<file path="config.mk">
export PLATFORM = sky130hd
export DESIGN_NAME = tcc_top
export DESIGN_NICKNAME = d
export VERILOG_FILES = /design/src/design/tcc_pkg.sv /design/src/design/tcc_edge_detect.sv /design/src/design/tcc_top.sv
export VERILOG_INCLUDE_DIRS = /design/src /design/src/design
export SDC_FILE = /design/constraint.sdc
export NUM_CORES = 1
export LEC_CHECK = 0
export BUFFER_PORTS_ARGS = -buffer_cell sky130_fd_sc_hd__clkbuf_2
export CORE_UTILIZATION = 40
export DETAILED_ROUTE_END_ITERATION = 12
export SLEW_MARGIN = 20
export SYNTH_ARGS = -nofsm -noshare
export SYNTH_HDL_FRONTEND = slang
export SYNTH_SLANG_ARGS = --single-unit
</file>
<file path="constraint.sdc">
create_clock -name ref_clk -period 5.26 [get_ports ref_clk]
set_input_delay 0.263 -clock ref_clk [delete_from_list [all_inputs] [get_ports ref_clk]]
set_output_delay 0.263 -clock ref_clk [all_outputs]
set_load 0.02 [all_outputs]
</file>
<file path="src/design/tcc_regs.svh">
// Register map, field positions, reset values and timing counts for the
// timer counter and channel control block. Definitions only.
// Functional notes
// Main timer is a 16-bit up counter, zero after reset.
// Counter reads anytime; writes load it only while test mode is high.
// Whole counter word is read or loaded in one access cycle.
// First period after a counter write may be short or long.
// Enable bit clear stops the whole timer; set runs it normally.
// No divide-by-64 tick to pulse accumulators while timer inactive.
// Halt-in-wait stops timer, accumulators, modulus counter during wait.
// Halt-in-freeze stops timer and modulus counter, not accumulators.
// Fast clear: capture read or compare write at 0x10-0x1F clears flag.
// Fast clear: any counter access clears the overflow flag.
// Fast clear: pulse counts 3/2 clear accumulator A, 1/0 clear B.
// Toggle-on-overflow inverts a compare channel pin on counter wrap.
// Overflow toggle beats forced compare, yields to channel 7 override.
// Action code: 00 off, 01 toggle, 10 drive low, 11 drive high.
// Nonzero action, compare mode and enable make pin a driven output.
// Software clears channel's ch7 mask bit so action code owns pin.
// Software sets compare, action 00, mask clear for wide accumulators.
// Edge code: 00 off, 01 rising, 10 falling, 11 both edges.
// Channel 0-3 edge codes also steer the narrow and B accumulators.
// Interrupt enable bit gates channel flag at same bit position.
// Direction bit zero means capture, one means compare.
// Overflow flag sets when counter wraps from all ones to zero.
// Counter steps once per prescaled tick only while running.
`ifndef TCC_REGS_SVH
`define TCC_REGS_SVH

// ----------------------------------------------------------------
// Register indices (byte address is four times the index)
// ----------------------------------------------------------------
`define TCC_IDX_DIR      6'h00
`define TCC_IDX_MASK7    6'h02
`define TCC_IDX_CNT      6'h04
`define TCC_IDX_CNT_LO   6'h05
`define TCC_IDX_SYSCTL   6'h06
`define TCC_IDX_TOV      6'h07
`define TCC_IDX_ACT74    6'h08
`define TCC_IDX_ACT30    6'h09
`define TCC_IDX_EDG74    6'h0a
`define TCC_IDX_EDG30    6'h0b
`define TCC_IDX_IEN      6'h0c
`define TCC_IDX_CFLG     6'h0e
`define TCC_IDX_OFLG     6'h0f
`define TCC_IDX_CC_LO    6'h10
`define TCC_IDX_CC_HI    6'h1f
`define TCC_IDX_PC3      6'h22
`define TCC_IDX_PC2      6'h23
`define TCC_IDX_PC1      6'h24
`define TCC_IDX_PC0      6'h25

// ----------------------------------------------------------------
// Fields and reset values
// ----------------------------------------------------------------
`define TCC_SC_RUN       7
`define TCC_SC_WAIT      6
`define TCC_SC_FRZ       5
`define TCC_SC_FFC       4
`define TCC_OFLG_BIT     7
`define TCC_RST8         8'h00
`define TCC_RST16        16'h0000
`define TCC_CNT_MAX      16'hffff

// ----------------------------------------------------------------
// Prescaler
// ----------------------------------------------------------------
`define TCC_PRE_MASK     7'h00
`define TCC_DIV64_MASK   7'h3f
`endif

</file>
<file path="src/design/tcc_pkg.sv">
// Types shared by the timer counter and channel control block.
// Assumes the register header is compiled alongside.
package tcc_pkg;
   // Compare action code per channel
   typedef enum logic [1:0] {
      ACT_OFF,
      ACT_TOGGLE,
      ACT_LOW,
      ACT_HIGH
   } tcc_action_t;

   // Capture edge code per channel
   typedef enum logic [1:0] {
      EDG_OFF,
      EDG_RISE,
      EDG_FALL,
      EDG_BOTH
   } tcc_edge_t;
endpackage : tcc_pkg

</file>
<file path="src/design/tcc_edge_detect.sv">
// Edge detector for one timer channel input.
// Assumes the level is already synchronised to ref_clk.
module tcc_edge_detect
   import tcc_pkg::*;
(
   // Clock and reset
   input  wire logic        ref_clk,
   input  wire logic        rst,
   // Channel
   input  wire logic        level,
   input  wire tcc_edge_t   edgeCode,
   output logic             edgeHit
);
   logic prev_r;

   // Previous sample for edge comparison
   always_ff @(posedge ref_clk or posedge rst)
   begin
      if (rst)
         prev_r <= 1'b0;
      else
         prev_r <= level;
   end

   // Edge selection by code
   always_comb
   begin
      case (edgeCode)
         EDG_RISE: edgeHit = level & ~prev_r;
         EDG_FALL: edgeHit = ~level & prev_r;
         EDG_BOTH: edgeHit = level ^ prev_r;
         default:  edgeHit = 1'b0;
      endcase
   end
endmodule : tcc_edge_detect

</file>
<file path="src/design/tcc_top.sv">
// Main timer counter, system control and per-channel pin control.
// Assumes an APB master on ref_clk, compare hits and forces from the
// neighbouring comparator logic on ref_clk, and raw timer port pins.
`include "tcc_regs.svh"
module tcc_top
   import tcc_pkg::*;
(
   // Clock and reset
   input  wire logic        ref_clk,
   input  wire logic        rst,
   // APB slave
   input  wire logic        psel,
   input  wire logic        penable,
   input  wire logic        pwrite,
   input  wire logic [7:0]  paddr,
   input  wire logic [31:0] pwdata,
   output logic [31:0]      prdata,
   output logic             pready,
   output logic             pslverr,
   // Chip mode pins
   input  wire logic        testMode,
   input  wire logic        waitMode,
   input  wire logic        freezeMode,
   // Comparator side, same clock
   input  wire logic [7:0]  cmpHit,
   input  wire logic [7:0]  cmpForce,
   input  wire logic [7:0]  ch7OvrData,
   // Timer port pins
   input  wire logic [7:0]  pinIn,
   output logic [7:0]       pinOut,
   output logic [7:0]       pinOe,
   // Neighbour control
   output logic             tick64,
   output logic             accumRun,
   output logic             modDownRun,
   output logic [3:0]       narrowEdge,
   output logic             clrAccumA,
   output logic             clrAccumB,
   // Status
   output logic [7:0]       chanIrq,
   output logic             overflowFlag
);
   // ----------------------------------------------------------------
   // Declarations
   // ----------------------------------------------------------------
   logic [10:0] syncMeta_r;
   logic [10:0] syncOut_r;
   logic [7:0]  dir_r;
   logic [7:0]  mask7_r;
   logic [15:0] cnt_r;
   logic [7:0]  sysCtl_r;
   logic [7:0]  tov_r;
   logic [15:0] action_r;
   logic [15:0] edgeSel_r;
   logic [7:0]  ien_r;
   logic [7:0]  chanFlag_r;
   logic        ovfFlag_r;
   logic [6:0]  pre_r;
   logic [31:0] rdata_r;
   logic        err_r;
   logic        clrA_r;
   logic        clrB_r;
   logic [7:0]  pinOut_r;
   logic [7:0]  edgeHit;
   logic [7:0]  pinSync;
   logic        tstSync;
   logic        waitSync;
   logic        frzSync;
   logic        acc;
   logic        wr;
   logic        rd;
   logic [5:0]  idx;
   logic        mapped;
   logic        inCc;
   logic [2:0]  ccChan;
   logic        active;
   logic        cntTick;
   logic        cntLoad;
   logic        ovfEvt;
   logic        ovr7;
   logic [7:0]  flagSet;
   logic [7:0]  flagClr;
   logic        cntAcc;

   // ----------------------------------------------------------------
   // Pin synchronisers
   // ----------------------------------------------------------------
   // Second stage alone feeds logic
   always_ff @(posedge ref_clk or posedge rst)
   begin
      if (rst)
      begin
         syncMeta_r <= 11'h000;
         syncOut_r  <= 11'h000;
      end
      else
      begin
         syncMeta_r <= {testMode, waitMode, freezeMode, pinIn};
         syncOut_r  <= syncMeta_r;
      end
   end

   assign pinSync  = syncOut_r[7:0];
   assign frzSync  = syncOut_r[8];
   assign waitSync = syncOut_r[9];
   assign tstSync  = syncOut_r[10];

   // ----------------------------------------------------------------
   // APB decode
   // ----------------------------------------------------------------
   assign acc    = psel & penable;
   assign wr     = acc & pwrite;
   assign rd     = acc & ~pwrite;
   assign idx    = paddr[7:2];
   assign inCc   = (idx >= `TCC_IDX_CC_LO) && (idx <= `TCC_IDX_CC_HI);
   assign ccChan = idx[3:1];
   assign cntAcc = acc && ((idx == `TCC_IDX_CNT) || (idx == `TCC_IDX_CNT_LO));

   // Address map check; misaligned counts as unmapped
   always_comb
   begin
      if (paddr[1:0] != 2'b00)
         mapped = 1'b0;
      else if (idx == `TCC_IDX_DIR || idx == `TCC_IDX_MASK7)
         mapped = 1'b1;
      else if (idx >= `TCC_IDX_CNT && idx <= `TCC_IDX_IEN)
         mapped = 1'b1;
      else if (idx >= `TCC_IDX_CFLG && idx <= `TCC_IDX_CC_HI)
         mapped = 1'b1;
      else if (idx >= `TCC_IDX_PC3 && idx <= `TCC_IDX_PC0)
         mapped = 1'b1;
      else
         mapped = 1'b0;
   end

   // ----------------------------------------------------------------
   // Control registers
   // ----------------------------------------------------------------
   // Writes land only at the access edge; unmapped writes are dropped
   always_ff @(posedge ref_clk or posedge rst)
   begin
      if (rst)
      begin
         dir_r     <= `TCC_RST8;
         mask7_r   <= `TCC_RST8;
         sysCtl_r  <= `TCC_RST8;
         tov_r     <= `TCC_RST8;
         action_r  <= `TCC_RST16;
         edgeSel_r <= `TCC_RST16;
         ien_r     <= `TCC_RST8;
      end
      else if (wr && paddr[1:0] == 2'b00)
      begin
         if (idx == `TCC_IDX_DIR)
            dir_r <= pwdata[7:0];
         else if (idx == `TCC_IDX_MASK7)
            mask7_r <= pwdata[7:0];
         else if (idx == `TCC_IDX_SYSCTL)
            sysCtl_r <= {pwdata[7:4], 4'h0};
         else if (idx == `TCC_IDX_TOV)
            tov_r <= pwdata[7:0];
         else if (idx == `TCC_IDX_ACT74)
            action_r[15:8] <= pwdata[7:0];
         else if (idx == `TCC_IDX_ACT30)
            action_r[7:0] <= pwdata[7:0];
         else if (idx == `TCC_IDX_EDG74)
            edgeSel_r[15:8] <= pwdata[7:0];
         else if (idx == `TCC_IDX_EDG30)
            edgeSel_r[7:0] <= pwdata[7:0];
         else if (idx == `TCC_IDX_IEN)
            ien_r <= pwdata[7:0];
      end
   end

   // ----------------------------------------------------------------
   // Run conditions and prescaler
   // ----------------------------------------------------------------
   assign active = sysCtl_r[`TCC_SC_RUN]
                 & ~(sysCtl_r[`TCC_SC_WAIT] & waitSync)
                 & ~(sysCtl_r[`TCC_SC_FRZ] & frzSync);
   assign accumRun   = ~(sysCtl_r[`TCC_SC_WAIT] & waitSync);
   assign modDownRun = active;

   // Prescaler runs only while active, never cleared by a counter write
   always_ff @(posedge ref_clk or posedge rst)
   begin
      if (rst)
         pre_r <= 7'h00;
      else if (active)
         pre_r <= pre_r + 7'h01;
   end

   assign cntTick = active
                  && ((pre_r & `TCC_PRE_MASK) == `TCC_PRE_MASK);
   assign tick64  = active
                  && ((pre_r & `TCC_DIV64_MASK) == `TCC_DIV64_MASK);

   // ----------------------------------------------------------------
   // Main counter
   // ----------------------------------------------------------------
   // Word load in one access; not aligned to the prescaler tick
   assign cntLoad = wr && (idx == `TCC_IDX_CNT) && tstSync;
   assign ovfEvt  = cntTick && !cntLoad && (cnt_r == `TCC_CNT_MAX);

   always_ff @(posedge ref_clk or posedge rst)
   begin
      if (rst)
         cnt_r <= `TCC_RST16;
      else if (cntLoad)
         cnt_r <= pwdata[15:0];
      else if (cntTick)
         cnt_r <= cnt_r + 16'h0001;
   end

   // ----------------------------------------------------------------
   // Flags
   // ----------------------------------------------------------------
   // Capture on edge in capture mode, compare hit unless forced
   assign flagSet = (edgeHit & ~dir_r)
                  | (cmpHit & ~cmpForce & dir_r);

   // Write-one clear plus fast clear by value register access
   always_comb
   begin
      flagClr = 8'h00;
      if (wr && idx == `TCC_IDX_CFLG)
         flagClr = pwdata[7:0];
      if (sysCtl_r[`TCC_SC_FFC] && inCc)
      begin
         if ((rd && !dir_r[ccChan]) || (wr && dir_r[ccChan]))
            flagClr[ccChan] = 1'b1;
      end
   end

   // Set wins over a clear in the same cycle
   always_ff @(posedge ref_clk or posedge rst)
   begin
      if (rst)
         chanFlag_r <= `TCC_RST8;
      else
         chanFlag_r <= (chanFlag_r & ~flagClr) | flagSet;
   end

   always_ff @(posedge ref_clk or posedge rst)
   begin
      if (rst)
         ovfFlag_r <= 1'b0;
      else if (ovfEvt)
         ovfFlag_r <= 1'b1;
      else if (sysCtl_r[`TCC_SC_FFC] && cntAcc)
         ovfFlag_r <= 1'b0;
      else if (wr && idx == `TCC_IDX_OFLG && pwdata[`TCC_OFLG_BIT])
         ovfFlag_r <= 1'b0;
   end

   // Accumulator flag clears, one-cycle pulses to the neighbours
   always_ff @(posedge ref_clk or posedge rst)
   begin
      if (rst)
      begin
         clrA_r <= 1'b0;
         clrB_r <= 1'b0;
      end
      else
      begin
         clrA_r <= acc && sysCtl_r[`TCC_SC_FFC]
                && (idx == `TCC_IDX_PC3 || idx == `TCC_IDX_PC2);
         clrB_r <= acc && sysCtl_r[`TCC_SC_FFC]
                && (idx == `TCC_IDX_PC1 || idx == `TCC_IDX_PC0);
      end
   end

   assign chanIrq      = chanFlag_r & ien_r;
   assign overflowFlag = ovfFlag_r;
   assign clrAccumA    = clrA_r;
   assign clrAccumB    = clrB_r;
   assign narrowEdge   = edgeHit[3:0];

   // ----------------------------------------------------------------
   // Channels
   // ----------------------------------------------------------------
   // Channel 7 compare overrides masked pins
   assign ovr7 = cmpHit[7] & dir_r[7];

   genvar g;
   generate
      for (g = 0; g < 8; g++)
      begin : gChan
         tcc_action_t act;
         logic        actNxt;

         assign act = tcc_action_t'(action_r[2*g+1 -: 2]);

         tcc_edge_detect uEdge (
            .ref_clk  (ref_clk),
            .rst      (rst),
            .level    (pinSync[g]),
            .edgeCode (tcc_edge_t'(edgeSel_r[2*g+1 -: 2])),
            .edgeHit  (edgeHit[g])
         );

         // Action taken on a compare or a forced compare
         always_comb
         begin
            case (act)
               ACT_TOGGLE: actNxt = ~pinOut_r[g];
               ACT_LOW:    actNxt = 1'b0;
               ACT_HIGH:   actNxt = 1'b1;
               default:    actNxt = pinOut_r[g];
            endcase
         end

         // Override, then overflow toggle, then compare action
         always_ff @(posedge ref_clk or posedge rst)
         begin
            if (rst)
               pinOut_r[g] <= 1'b0;
            else if (ovr7 && mask7_r[g])
               pinOut_r[g] <= ch7OvrData[g];
            else if (ovfEvt && tov_r[g] && dir_r[g])
               pinOut_r[g] <= ~pinOut_r[g];
            else if (dir_r[g] && (cmpHit[g] || cmpForce[g]))
               pinOut_r[g] <= actNxt;
         end

         // Pin drive: action or ch7 mask, compare mode, timer on
         assign pinOe[g] = dir_r[g] && sysCtl_r[`TCC_SC_RUN]
                         && (act != ACT_OFF || mask7_r[g]);
      end
   endgenerate

   assign pinOut = pinOut_r;

   // ----------------------------------------------------------------
   // Read data and answer
   // ----------------------------------------------------------------
   // Captured in the setup cycle so data comes from flops
   always_ff @(posedge ref_clk or posedge rst)
   begin
      if (rst)
      begin
         rdata_r <= 32'h0000_0000;
         err_r   <= 1'b0;
      end
      else if (psel && !penable)
      begin
         err_r   <= ~mapped;
         rdata_r <= 32'h0000_0000;
         if (!mapped || pwrite)
            rdata_r <= 32'h0000_0000;
         else if (idx == `TCC_IDX_DIR)
            rdata_r[7:0] <= dir_r;
         else if (idx == `TCC_IDX_MASK7)
            rdata_r[7:0] <= mask7_r;
         else if (idx == `TCC_IDX_CNT)
            rdata_r[15:0] <= cnt_r;
         else if (idx == `TCC_IDX_SYSCTL)
            rdata_r[7:0] <= sysCtl_r;
         else if (idx == `TCC_IDX_TOV)
            rdata_r[7:0] <= tov_r;
         else if (idx == `TCC_IDX_ACT74)
            rdata_r[7:0] <= action_r[15:8];
         else if (idx == `TCC_IDX_ACT30)
            rdata_r[7:0] <= action_r[7:0];
         else if (idx == `TCC_IDX_EDG74)
            rdata_r[7:0] <= edgeSel_r[15:8];
         else if (idx == `TCC_IDX_EDG30)
            rdata_r[7:0] <= edgeSel_r[7:0];
         else if (idx == `TCC_IDX_IEN)
            rdata_r[7:0] <= ien_r;
         else if (idx == `TCC_IDX_CFLG)
            rdata_r[7:0] <= chanFlag_r;
         else if (idx == `TCC_IDX_OFLG)
            rdata_r[`TCC_OFLG_BIT] <= ovfFlag_r;
      end
   end

   assign prdata  = rdata_r;
   assign pready  = 1'b1;
   assign pslverr = acc & err_r;
endmodule : tcc_top

</file>
==> flow_summary_export.csv <==
group,metric,value,unit
routing,viasPerCell,5.69,
power,peakVddDrop,0.208,mV
cells_and_area,nets,1021,
placed_design,globalplace.congestion,0.928,
power,p_leak,4.59,nW
clock_network,cts_root_buf,"clkbuf_16",
cells_and_area,fin_cells,1200,
setup_path,cp_num_buf_inv,1,
synthesis,synthAdderAreaFrac,0.0296,
floorplan,die_y,147,microns
routing,drcViolationCount,0,
clock_network,postCtsSetupBuffers,0,
placed_design,dpl.hpwl,17800,microns
sta,fmax,398,MHz
power,p_per_area,312,mW/mm^2
synthesis,synth_cell_types,75,
sta,max_slew_margin,0.344,
synthesis,synthArstFlopShare,1.00,
cells_and_area,area_growth,16.6,%
cells_and_area,fill_cells,1958,
clock_network,clk_pin_slew,0.06,ns
placed_design,dp_slack,2.52,ns
routing,ant_nets,0,
sta,fin_ws,2.75,ns
clock_network,clock_sinks,156,
sta,rsz0062_at_grt,"no",
global_routing,busiest_layer,"met2",
setup_path,r2r_start,"dir_r[7]$_DFFE_PP0P_",
setup_path,worst-setup-path-type,"flip-flop to primary output",
global_routing,grt_pass1_vias,6580,
floorplan,die_area,0.0217,sq mm
routing,drt_first_pass_iters,5,
setup_path,max_stage_delay,0.84,ns
hold_path,holdCritStartpoint,"ch7OvrData[7]",
sta,final_max_slew_viol_count,0,
routing,first_iter_violations,585,
setup_path,cp_data_arrival_time,2.25,ns
clock_network,cts-resized-gates,0,
cells_and_area,postLayoutCoreUtil,0.482,
synthesis,syn-mean-instance-area,10.3,sq um
cells_and_area,n_antenna_cell,0,
cells_and_area,final_common_cell,"dfrtp_1",
synthesis,ys.flop_type,"dfrtp_1",
setup_path,worstPathCellList,"and2_1 -> nand3_1 -> nor2_1 -> clkbuf_2",
run_status,status,"finished clean",
placed_design,port_buffers,114,
clock_network,cts.htree.levels,4,
global_routing,met3_usage,0.0562,
clock_network,insertion_delay,0.43,ns
synthesis,synth_top_family_by_area,"compound AO/OA/AOI/OAI gates",
setup_path,required,5.00,ns
sta,worstMarginPinSlew,0.976,ns
synthesis,synthXorXnorAreaFrac,0.0228,
sta,fin_skew,0.0118,ns
synthesis,synth_seq_cells,156,
synthesis,ys_seq_area_frac,0.461,
cells_and_area,final_cell_mix,"156 x dfrtp_1, 114 x clkbuf_2, 76 x nand2_1",
routing,num_vias,6829,
global_routing,antenna_found_initial,0,
clock_network,ctsHoldBuffers,12,
setup_path,timing.rr.end,"chanFlag_r[1]$_DFF_PP0_",
global_routing,grt_max_degree,58,
synthesis,synth_edf_count,0,
global_routing,met2_usage,0.353,
sta,finalSetupViolCount,0,
setup_path,r2r_cells,5,
setup_path,cpLargestDelayFamily,"flip-flops",
global_routing,overflow,0,
synthesis,synthCells,820,
job,max-cap-violations,0,
sta,period_minus_slack,2.51,ns
sta,tns,0,ns
hold_path,hold_path_class,"primary input to flip-flop",
floorplan,rows,52,
setup_path,critical-path-slowest-cell,"dfrtp_1",
setup_path,reg2reg_slack,2.87,ns
clock_network,clock_path_buffers,2,
routing,wl_per_cell,20.9,microns
cells_and_area,drive_above_1_share,0.263,
sta,finalHoldViolCount,0,
setup_path,start_kind,"flip-flop",
global_routing,grt_use_met1,0.331,
clock_network,numCtsBuffers,17,
setup_path,crit_path_end_kind,"primary output",
synthesis,yosysWarnings,0,
floorplan,start_util,0.413,
synthesis,muxShareOfSynthArea,0.114,
synthesis,syn_area,0.00846,sq mm
hold_path,min_to,"pinOut[7]$_DFFE_PP0P_",
floorplan,core-area,0.0205,sq mm
placed_design,dp.cells,1160,
global_routing,grtUsageTotal,0.236,
sta,finalCritPeriodShare,0.478,
synthesis,synth_compound_area_frac,0.160,
hold_path,hold-path-cell-count,2,
floorplan,chipWidth,147,microns
floorplan,io_pins,148,
routing,wl,25100,microns
setup_path,path_max_fanout,13,
global_routing,grt_pass1_wl,38400,microns
synthesis,synth-simple-area-share,0.149,
sta,timing.hold.ws,0.0399,ns
clock_network,cts_tree,"yes",
[how the worst max path moves through the flow]
stage               depth (start not counted)                       to               startpoint
floorplan                                   1  action_r[0]$_DFFE_PP0P_                      rst
global placement                            5  action_r[6]$_DFFE_PP0P_                 paddr[5]
detailed placement                          5  action_r[5]$_DFFE_PP0P_                 paddr[5]
CTS                                         4                   tick64  sysCtl_r[7]$_DFFE_PP0P_
global route                                4                   tick64  sysCtl_r[7]$_DFFE_PP0P_
finish                                      4                   tick64  sysCtl_r[7]$_DFFE_PP0P_
[worst register-to-register path: stages, from the launching register on]
cell and delay (ns):
dfrtp_1 0.51, mux4_2 0.55, xor2_1 0.17, nor4b_2 0.55, a221oi_1 0.20, a211o_1 0.31
[state kept, by name, summed over array words and instances (netlist names), 11 cells and up]
register	cells
edgeSel_r	16
action_r	16
cnt_r	16
syncOut_r	11
prdata	16
syncMeta_r	11
[routing by layer]
layer	part of all wire	vias up	wire (microns)
li1	-	3147	-
met1	0.46	3374	11500
met2	0.45	253	11300
met3	0.063	55	1570
met4	0.030	0	756
met5	0	-	0
[synth_stat cells, types with 8 or more instances]
master / n / area [sq um]
a21oi_1: 17 / 85.1
dfrtp_1: 156 / 3900
mux2i_1: 10 / 100
inv_1: 47 / 176
a22o_1: 8 / 70.1
nand4_1: 11 / 68.8
and2_1: 13 / 81.3
o211ai_1: 17 / 128
ha_1: 20 / 250
nor2_1: 41 / 154
o21ai_0: 48 / 240
nand2_1: 76 / 285
nand3_1: 26 / 130
clkbuf_1: 27 / 101
nor3_1: 15 / 75.1
buf_2: 14 / 70.1
buf_4: 23 / 173
a31oi_1: 10 / 62.6
xnor2_1: 15 / 131
mux2_2: 73 / 822
[power by group]
group          leakage [nW]  switching, W  internal (W)  total (W)
Combinational          2.30      0.000224      0.000154   0.000378
Clock                 0.302      0.000488      0.000843    0.00133
Sequential             1.98     0.0000945       0.00127    0.00137
Total                  4.59      0.000806       0.00227    0.00308
[cells by family after synthesis]
group | Yosys count
xor+xnor | 22
mux | 85
compound gates | 186
fa+ha+maj | 20
buf+inv | 112
simple gates | 237
flops | 156
other cells | 2
[layout make-up]
type | count | area [sq um] | area share
Clock buffer | 20 | 447 | 0.0453
Clock inverter | 8 | 169 | 0.0171
Inverter | 47 | 181 | 0.0184
Multi-Input combinational cell | 567 | 4090 | 0.415
Sequential cell | 156 | 3900 | 0.396
Tap cell | 270 | 338 | 0.0342
Timing Repair Buffer | 132 | 736 | 0.0746
[stage by stage]
stage / total power (W) / area (sq um)
5_1_grt: 0.00320 / 9870
2_1_floorplan: 0.00164 / 8520
4_1_cts: 0.00310 / 9870
3_3_place_gp: 0.00175 / 9130
6_report: 0.00308 / 9870
3_5_place_dp: 0.00176 / 9130
(Power assumes the default switching activity.)
